`src/common/lmc_pkg.sv`:
```
// package of constants and types for the transceiver mode controller
package lmc_pkg;
    // clock period in ns
    localparam int CLK_PERIOD_NS = 10;
    // least bus low time for wake-up, in us
    localparam int WAKE_DOM_US = 30;
    // least sleep control high time for normal entry, in us
    localparam int GOTONORM_US = 2;
    // least sleep control low time for sleep entry, in us
    localparam int GOTOSLEEP_US = 2;
    localparam int WAKE_DOM_CYC = (WAKE_DOM_US * 1000 + CLK_PERIOD_NS - 1) / CLK_PERIOD_NS;
    localparam int GOTONORM_CYC = (GOTONORM_US * 1000 + CLK_PERIOD_NS - 1) / CLK_PERIOD_NS;
    localparam int GOTOSLEEP_CYC = (GOTOSLEEP_US * 1000 + CLK_PERIOD_NS - 1) / CLK_PERIOD_NS;
    localparam int CNT_W = 16;

    // modes, gray coded along reset, sleep, standby, normal
    typedef enum logic [1:0] {
        LMC_RESET = 2'h0,
        LMC_SLEEP = 2'h1,
        LMC_STANDBY = 2'h3,
        LMC_NORMAL = 2'h2
    } lmc_mode_t;
endpackage : lmc_pkg

```
`src/hw/lmc_level_filter.sv`:
```
// level filter: output goes high once a level has held for a set number of cycles and stays high while it holds
`timescale 1ns/100ps
`default_nettype none
module lmc_level_filter #(
    parameter int HOLD_CYC = 2
) (
    input wire logic i_ref_clk,
    input wire logic i_rst_b,
    input wire logic i_clear,
    input wire logic i_level,
    output logic o_held
);
    logic [lmc_pkg::CNT_W-1:0] cnt_ff;
    logic [lmc_pkg::CNT_W-1:0] nxt_cnt;
    logic held_ff;
    logic nxt_held;
    logic at_limit;

    // counter restarts whenever the level breaks
    assign at_limit = (cnt_ff == lmc_pkg::CNT_W'(HOLD_CYC - 1));
    assign nxt_cnt = (!i_level || i_clear) ? '0 : (held_ff ? cnt_ff : cnt_ff + 1'b1);
    assign nxt_held = i_level && !i_clear && (held_ff || at_limit);

    // count and held flag
    always_ff @(posedge i_ref_clk) begin
        if (!i_rst_b) begin
            cnt_ff <= '0;
            held_ff <= 1'b0;
        end else begin
            cnt_ff <= nxt_cnt;
            held_ff <= nxt_held;
        end
    end

    assign o_held = held_ff;
endmodule : lmc_level_filter
`default_nettype wire

```
`src/hw/lmc_mode_ctrl.sv`:
```
// mode controller of the single-wire bus transceiver
`timescale 1ns/100ps
`default_nettype none
module lmc_mode_ctrl (
    input wire logic i_ref_clk,
    input wire logic i_rst_b,
    input wire logic i_por, // supply below power-on threshold, synchronised
    input wire logic i_thermal_sd, // thermal shutdown flag, synchronised
    input wire logic i_sleep_ctl_n,
    input wire logic i_txd,
    input wire logic i_bus_in, // 1 recessive, 0 dominant
    output logic o_rxd_out, // open-drain receive output value (always 0)
    output logic o_rxd_oe, // high while pulling receive output low
    output logic o_bus_out, // bus driver value (always 0 = dominant)
    output logic o_bus_oe, // high while driving bus dominant
    output logic o_tx_en, // transmitter enabled
    output logic [1:0] o_mode
);
    lmc_pkg::lmc_mode_t mode_ff;
    lmc_pkg::lmc_mode_t nxt_mode;
    logic slp_d_ff;
    logic bus_d_ff;
    logic wake_armed_ff;
    logic nxt_wake_armed;
    logic tx_en_ff;
    logic nxt_tx_en;
    logic rxd_oe_ff;
    logic nxt_rxd_oe;
    logic bus_oe_ff;
    logic nxt_bus_oe;
    logic slp_rise;
    logic slp_fall;
    logic bus_rise;
    logic wake_low_held;
    logic norm_held;
    logic sleep_held;
    logic wake_event;
    logic in_normal;
    logic filt_clear;

    // edge detection on sleep control and bus
    assign slp_rise = i_sleep_ctl_n && !slp_d_ff;
    assign slp_fall = !i_sleep_ctl_n && slp_d_ff;
    assign bus_rise = i_bus_in && !bus_d_ff;
    assign in_normal = (mode_ff == lmc_pkg::LMC_NORMAL);
    assign filt_clear = i_por;

    // bus low time filter for remote wake-up
    lmc_level_filter #(
        .HOLD_CYC(lmc_pkg::WAKE_DOM_CYC)
    ) u_wake_filt (
        .i_ref_clk(i_ref_clk),
        .i_rst_b(i_rst_b),
        .i_clear(filt_clear),
        .i_level(!i_bus_in && (mode_ff == lmc_pkg::LMC_SLEEP)),
        .o_held(wake_low_held)
    );

    // sleep control high time for normal entry
    lmc_level_filter #(
        .HOLD_CYC(lmc_pkg::GOTONORM_CYC)
    ) u_norm_filt (
        .i_ref_clk(i_ref_clk),
        .i_rst_b(i_rst_b),
        .i_clear(filt_clear),
        .i_level(i_sleep_ctl_n && !in_normal),
        .o_held(norm_held)
    );

    // sleep control low time for sleep entry
    lmc_level_filter #(
        .HOLD_CYC(lmc_pkg::GOTOSLEEP_CYC)
    ) u_sleep_filt (
        .i_ref_clk(i_ref_clk),
        .i_rst_b(i_rst_b),
        .i_clear(filt_clear),
        .i_level(!i_sleep_ctl_n && in_normal),
        .o_held(sleep_held)
    );

    // wake-up: falling edge, held low, then rising edge
    assign nxt_wake_armed = (mode_ff == lmc_pkg::LMC_SLEEP) && !i_por
        && !i_bus_in ? (wake_armed_ff || wake_low_held) : 1'b0;
    assign wake_event = wake_armed_ff && bus_rise;

    // mode sequencing
    always_comb begin
        nxt_mode = mode_ff;
        if (i_por) begin
            nxt_mode = lmc_pkg::LMC_RESET;
        end else begin
            unique case (mode_ff)
                lmc_pkg::LMC_RESET: begin
                    nxt_mode = lmc_pkg::LMC_SLEEP;
                end
                lmc_pkg::LMC_SLEEP: begin
                    if (norm_held) begin
                        nxt_mode = lmc_pkg::LMC_NORMAL;
                    end else if (wake_event) begin
                        nxt_mode = lmc_pkg::LMC_STANDBY;
                    end
                end
                lmc_pkg::LMC_STANDBY: begin
                    if (norm_held) begin
                        nxt_mode = lmc_pkg::LMC_NORMAL;
                    end
                end
                lmc_pkg::LMC_NORMAL: begin
                    if (sleep_held) begin
                        nxt_mode = lmc_pkg::LMC_SLEEP;
                    end
                end
            endcase
        end
    end

    // transmitter enable: only in normal, after txd high, never under thermal flag
    always_comb begin
        nxt_tx_en = tx_en_ff;
        if (i_por || i_thermal_sd || nxt_mode != lmc_pkg::LMC_NORMAL) begin
            nxt_tx_en = 1'b0;
        end else if (!in_normal || slp_fall || !i_sleep_ctl_n) begin
            nxt_tx_en = 1'b0;
        end else if (i_txd) begin
            nxt_tx_en = 1'b1;
        end
    end

    // bus drive: dominant while transmit low and enabled
    assign nxt_bus_oe = nxt_tx_en && !i_txd;

    // receive output pull-down by mode
    always_comb begin
        nxt_rxd_oe = 1'b0;
        unique case (nxt_mode)
            lmc_pkg::LMC_RESET: nxt_rxd_oe = 1'b0;
            lmc_pkg::LMC_SLEEP: nxt_rxd_oe = 1'b0;
            lmc_pkg::LMC_STANDBY: nxt_rxd_oe = !slp_rise;
            lmc_pkg::LMC_NORMAL: nxt_rxd_oe = !i_bus_in;
        endcase
    end

    // state registers
    always_ff @(posedge i_ref_clk) begin
        if (!i_rst_b) begin
            mode_ff <= lmc_pkg::LMC_RESET;
            slp_d_ff <= 1'b0;
            bus_d_ff <= 1'b1;
            wake_armed_ff <= 1'b0;
        end else begin
            mode_ff <= nxt_mode;
            slp_d_ff <= i_sleep_ctl_n;
            bus_d_ff <= i_bus_in;
            wake_armed_ff <= nxt_wake_armed;
        end
    end

    // output registers
    always_ff @(posedge i_ref_clk) begin
        if (!i_rst_b) begin
            tx_en_ff <= 1'b0;
            bus_oe_ff <= 1'b0;
            rxd_oe_ff <= 1'b0;
        end else begin
            tx_en_ff <= nxt_tx_en;
            bus_oe_ff <= nxt_bus_oe;
            rxd_oe_ff <= nxt_rxd_oe;
        end
    end

    assign o_rxd_out = 1'b0;
    assign o_rxd_oe = rxd_oe_ff;
    assign o_bus_out = 1'b0;
    assign o_bus_oe = bus_oe_ff;
    assign o_tx_en = tx_en_ff;
    assign o_mode = mode_ff;
endmodule : lmc_mode_ctrl
`default_nettype wire

```
`config.mk`:
```
export PLATFORM = sky130hd
export DESIGN_NAME = lmc_mode_ctrl
export DESIGN_NICKNAME = d
export VERILOG_FILES = /design/src/common/lmc_pkg.sv /design/src/hw/lmc_level_filter.sv /design/src/hw/lmc_mode_ctrl.sv
export SDC_FILE = /design/constraint.sdc
export NUM_CORES = 1
export LEC_CHECK = 0
export ABC_AREA = 1
export BUFFER_PORTS_ARGS = -buffer_cell sky130_fd_sc_hd__buf_2
export CAP_MARGIN = 20
export CORE_MARGIN = 2
export CORE_UTILIZATION = 61
export CTS_CLUSTER_SIZE = 40
export DETAILED_ROUTE_END_ITERATION = 10
export GPL_ROUTABILITY_DRIVEN = 0
export PLACE_DENSITY = 0.79
export SYNTH_ARGS = -nofsm -noshare
export SYNTH_HDL_FRONTEND = slang
export SYNTH_HIERARCHICAL = 1
export SYNTH_SLANG_ARGS = --single-unit
```
`constraint.sdc`:
```
create_clock -name i_ref_clk -period 1.7 [get_ports i_ref_clk]
set_input_delay 0.085 -clock i_ref_clk [delete_from_list [all_inputs] [get_ports i_ref_clk]]
set_output_delay 0.085 -clock i_ref_clk [all_outputs]
set_load 0.02 [all_outputs]
```
==> metrics.txt <==
# TYPE chip_impl_metric gauge
chip_impl_info{name="run_status",value="complete, no violations"} 1
chip_impl_metric{name="number_of_instances_on_the_worst_hold_path",unit=""} 3
chip_impl_metric{name="clockBufferDepth",unit=""} 2
chip_impl_metric{name="vias",unit=""} 2775
chip_impl_info{name="min_from",value="i_sleep_ctl_n"} 1
chip_impl_info{name="worst_min_delay_path_class",value="in2reg"} 1
chip_impl_info{name="cts.root.buffer_cell",value="sky130_fd_sc_hd__clkbuf_8"} 1
chip_impl_metric{name="average_wire_per_standard_cell",unit="um"} 10.7
chip_impl_metric{name="netlist_area",unit="um2"} 3070
chip_impl_info{name="cp_cell_sequence",value="nand2_1, nor2_1, nand2_1, nor2_1, buf_4, inv_1, nor3_1"} 1
chip_impl_metric{name="drc",unit=""} 0
chip_impl_metric{name="grt_first_pass_wirelength",unit="um"} 9630
chip_impl_metric{name="std_cell_rows",unit=""} 25
chip_impl_metric{name="ys_seq_area_share",unit="%"} 38.5
chip_impl_metric{name="core-area",unit="um2"} 4790
chip_impl_info{name="cpMaxStageDelayCell",value="sky130_fd_sc_hd__dfxtp_1"} 1
chip_impl_metric{name="r2r_cells",unit=""} 7
chip_impl_metric{name="ctsResizeCount",unit=""} 0
chip_impl_metric{name="syn2layout_area_growth",unit="%"} 11.9
chip_impl_metric{name="dpl_worst_slack",unit="ps"} 339
chip_impl_info{name="kind_of_start_point_of_the_critical_path",value="flop"} 1
chip_impl_metric{name="final_antenna_net_count",unit=""} 0
chip_impl_metric{name="reg2reg_setup_slack",unit="ps"} 340
chip_impl_info{name="r2r-end",value="u_sleep_filt/cnt_ff[2]$_SDFFE_PP0N_"} 1
chip_impl_metric{name="number_of_failing_hold_endpoints_at_the_final_stage",unit=""} 0
chip_impl_metric{name="cp_data_required_time",unit="ps"} 1960
chip_impl_metric{name="synthesis.area_per_instance",unit="um2"} 6.68
chip_impl_metric{name="final.setup.worst_slack",unit="ps"} 342
chip_impl_metric{name="worst-path-max-fanout",unit=""} 15
chip_impl_metric{name="grt_antenna_before_repair",unit=""} 0
chip_impl_metric{name="cellPowerDensity",unit="nW/um2"} 820
chip_impl_metric{name="clock.fmax",unit="GHz"} 0.736
chip_impl_metric{name="antennaDiodeCount",unit=""} 0
chip_impl_info{name="layout.cells.most_common_list",value="117 x sky130_fd_sc_hd__nand2_1, 66 x sky130_fd_sc_hd__nor2_1, 63 x sky130_fd_sc_hd__inv_1"} 1
chip_impl_metric{name="number_of_global_route_vias_before_repair",unit=""} 2353
chip_impl_metric{name="crit_path_max_incr_delay",unit="ps"} 450
chip_impl_metric{name="multi_input_comb_area",unit="um2"} 1580
chip_impl_metric{name="summed_negative_setup_slack_over_all_endpoints",unit="ps"} 0
chip_impl_metric{name="dieArea",unit="um2"} 5620
chip_impl_metric{name="fillerInstances",unit=""} 417
chip_impl_metric{name="drt_first_pass_iters",unit=""} 4
chip_impl_info{name="post_synth_main_area_contributors",value="sky130_fd_sc_hd__dfxtp_1 38%, sky130_fd_sc_hd__nand2_1 14%, sky130_fd_sc_hd__nor2_1 8.1%"} 1
chip_impl_metric{name="syn-instance-count",unit=""} 460
chip_impl_metric{name="post_route_cells_drive_above_1_share",unit="%"} 15.7
chip_impl_metric{name="die_w",unit="um"} 75.0
chip_impl_metric{name="drt_iter0_drc",unit=""} 131
chip_impl_metric{name="dr_wl_met3",unit="um"} 206
chip_impl_metric{name="met1_length",unit="um"} 2880
chip_impl_info{name="timing.rr.start",value="o_mode[1]$_SDFF_PN0_"} 1
chip_impl_info{name="critPathCaptureType",value="flop"} 1
chip_impl_metric{name="postRouteWirelength",unit="um"} 5960
chip_impl_metric{name="cts.sink_count",unit=""} 59
chip_impl_metric{name="synth.lib_cells_used.distinct",unit=""} 26
chip_impl_metric{name="post-place-cells",unit=""} 537
chip_impl_metric{name="drv_cap",unit=""} 0
chip_impl_metric{name="clock_latency",unit="ps"} 340
chip_impl_metric{name="grt_usage",unit="%"} 22.5
chip_impl_metric{name="io_buffer_count",unit=""} 11
chip_impl_metric{name="final_net_count",unit=""} 494
chip_impl_info{name="most_common_cell_after_layout_fill_and_taps_aside",value="sky130_fd_sc_hd__nand2_1"} 1
chip_impl_metric{name="grt_remaining_overflow",unit=""} 0
chip_impl_metric{name="met2_length",unit="um"} 2760
chip_impl_metric{name="cts.clk_slew.worst_paths",unit="ps"} 60
chip_impl_metric{name="floorplan.initialDensity",unit="%"} 64.2
chip_impl_metric{name="ir_worst_vdd",unit="mV"} 0.591
chip_impl_info{name="highest-signal-layer",value="met4"} 1
chip_impl_metric{name="p_leak",unit="nW"} 1.35
chip_impl_metric{name="synth_warnings",unit=""} 6
chip_impl_metric{name="hpwl",unit="um"} 4310
chip_impl_metric{name="netlist.area_leader.share",unit="%"} 38.5
chip_impl_metric{name="seq_area",unit="um2"} 1180
chip_impl_metric{name="floorplan.io_pins",unit=""} 14
chip_impl_info{name="crit_type",value="reg2reg"} 1
chip_impl_info{name="holdPathEnd",value="slp_d_ff$_SDFF_PN0_"} 1
chip_impl_metric{name="pin_count_of_the_biggest_net_entering_global_routing",unit=""} 16
chip_impl_metric{name="layout_worst_path_cycle_share",unit="%"} 79.9
chip_impl_info{name="netlist.top_cell.by_area",value="sky130_fd_sc_hd__dfxtp_1"} 1
chip_impl_metric{name="fin_skew",unit="ps"} 5.65
chip_impl_metric{name="yosys_register_bits",unit=""} 59
chip_impl_metric{name="final-max-slew-violation-count",unit=""} 0
chip_impl_metric{name="vias_per_cell",unit=""} 4.99
chip_impl_metric{name="cp.arrival",unit="ps"} 1620
chip_impl_info{name="rsz0062_at_grt",value="no"} 1
chip_impl_metric{name="numCtsBuffers",unit=""} 9
chip_impl_metric{name="period_minus_slack",unit="ps"} 1360
chip_impl_metric{name="htree_levels",unit=""} 3
chip_impl_info{name="tritoncts",value="done"} 1
chip_impl_metric{name="floorplan.die.height",unit="um"} 75.0
chip_impl_metric{name="setup_viol",unit=""} 0
chip_impl_metric{name="instances_no_fill",unit=""} 556
[cell families after synthesis]
logic type,Yosys count,share of synthesized area (%)
AOI/OAI and AO/OA,47,7.74
xor gates and xnor gates,1,0.285
adders and majority gates,3,1.22
buffers and inverters,78,10.1
DFF,59,38.5
other,1,0.122
and+or+nand+nor,271,42.0
[synth_stat cells, drive strengths merged]
library cell  number
a21boi             1
a21oi             32
and3               1
buf                5
conb               1
dfxtp             59
ha                 3
inv               73
nand2            126
nand3             33
nand3b             1
nand4             14
nor2              85
nor2b              1
nor3              10
o21ai             14
xor2               1
[timing repair]
action                                 CTS  global route
endpoints found under the hold margin    3             0
setup endpoints to repair                0             0
hold buffers                             3             0
setup buffers                            0             0
[state kept, by name, indices dropped and copies added, names as in the netlist]
name	flops
bus_d_ff	1
slp_d_ff	1
o_bus_oe	1
o_mode	2
o_tx_en	1
o_rxd_oe	1
u_norm_filt/cnt_ff	16
u_wake_filt/o_held	1
u_sleep_filt/o_held	1
u_wake_filt/cnt_ff	16
wake_armed_ff	1
u_sleep_filt/cnt_ff	16
u_norm_filt/o_held	1
[power breakdown]
part / leakage (nW) / switching, mW / internal (mW)
Sequential: 0.476 / 0.00445 / 1.39
Combinational: 0.769 / 0.0416 / 0.0255
Clock: 0.110 / 0.544 / 0.815
Total: 1.35 / 0.591 / 2.23
[through the flow]
stage / hold WS [ps] / utilization [%] / instance area, um2 / total power, mW
detailed placement: 276 / 66.8 / 3200 / 1.48
floorplan: 154 / - / 3080 / 1.46
finish: 22.7 / 71.8 / 3440 / 2.82
global route: 28.4 / 71.8 / 3440 / 2.91
global placement: 280 / 66.8 / 3200 / 1.48
CTS: 5.89 / 71.8 / 3440 / 2.84
[final cells by class]
class / count / share of cell area (%)
Clock buffer: 10 / 3.71
Clock inverter: 6 / 2.33
Inverter: 73 / 7.97
Multi-Input combinational cell: 324 / 46.1
Sequential cell: 59 / 34.4
Tap cell: 67 / 2.44
Timing Repair Buffer: 17 / 3.13
[critical path: cells and delay by family, from the launching register on]
family | cells | cell delay, ps
simple gates | 5 | 520
flops | 1 | 450
buf+inv | 2 | 300
[worst max-delay path by stage]
stage                         startpoint                                  end
floorplan           o_mode[0]$_SDFF_PN0_   u_norm_filt/cnt_ff[7]$_SDFFE_PP0N_
global placement    o_mode[1]$_SDFF_PN0_  u_sleep_filt/cnt_ff[2]$_SDFFE_PP0N_
detailed placement  o_mode[1]$_SDFF_PN0_  u_sleep_filt/cnt_ff[2]$_SDFFE_PP0N_
CTS                 o_mode[1]$_SDFF_PN0_  u_sleep_filt/cnt_ff[2]$_SDFFE_PP0N_
global route        o_mode[1]$_SDFF_PN0_  u_sleep_filt/cnt_ff[2]$_SDFFE_PP0N_
finish              o_mode[1]$_SDFF_PN0_  u_sleep_filt/cnt_ff[2]$_SDFFE_PP0N_
[routing by layer]
layer | global-route usage, % | vias up
met5 | 0 | -
met4 | 10.1 | 0
met3 | 6.43 | 11
met2 | 36.5 | 51
met1 | 27.7 | 1222
li1 | - | 1491
Power figures use the tool's default switching activity.
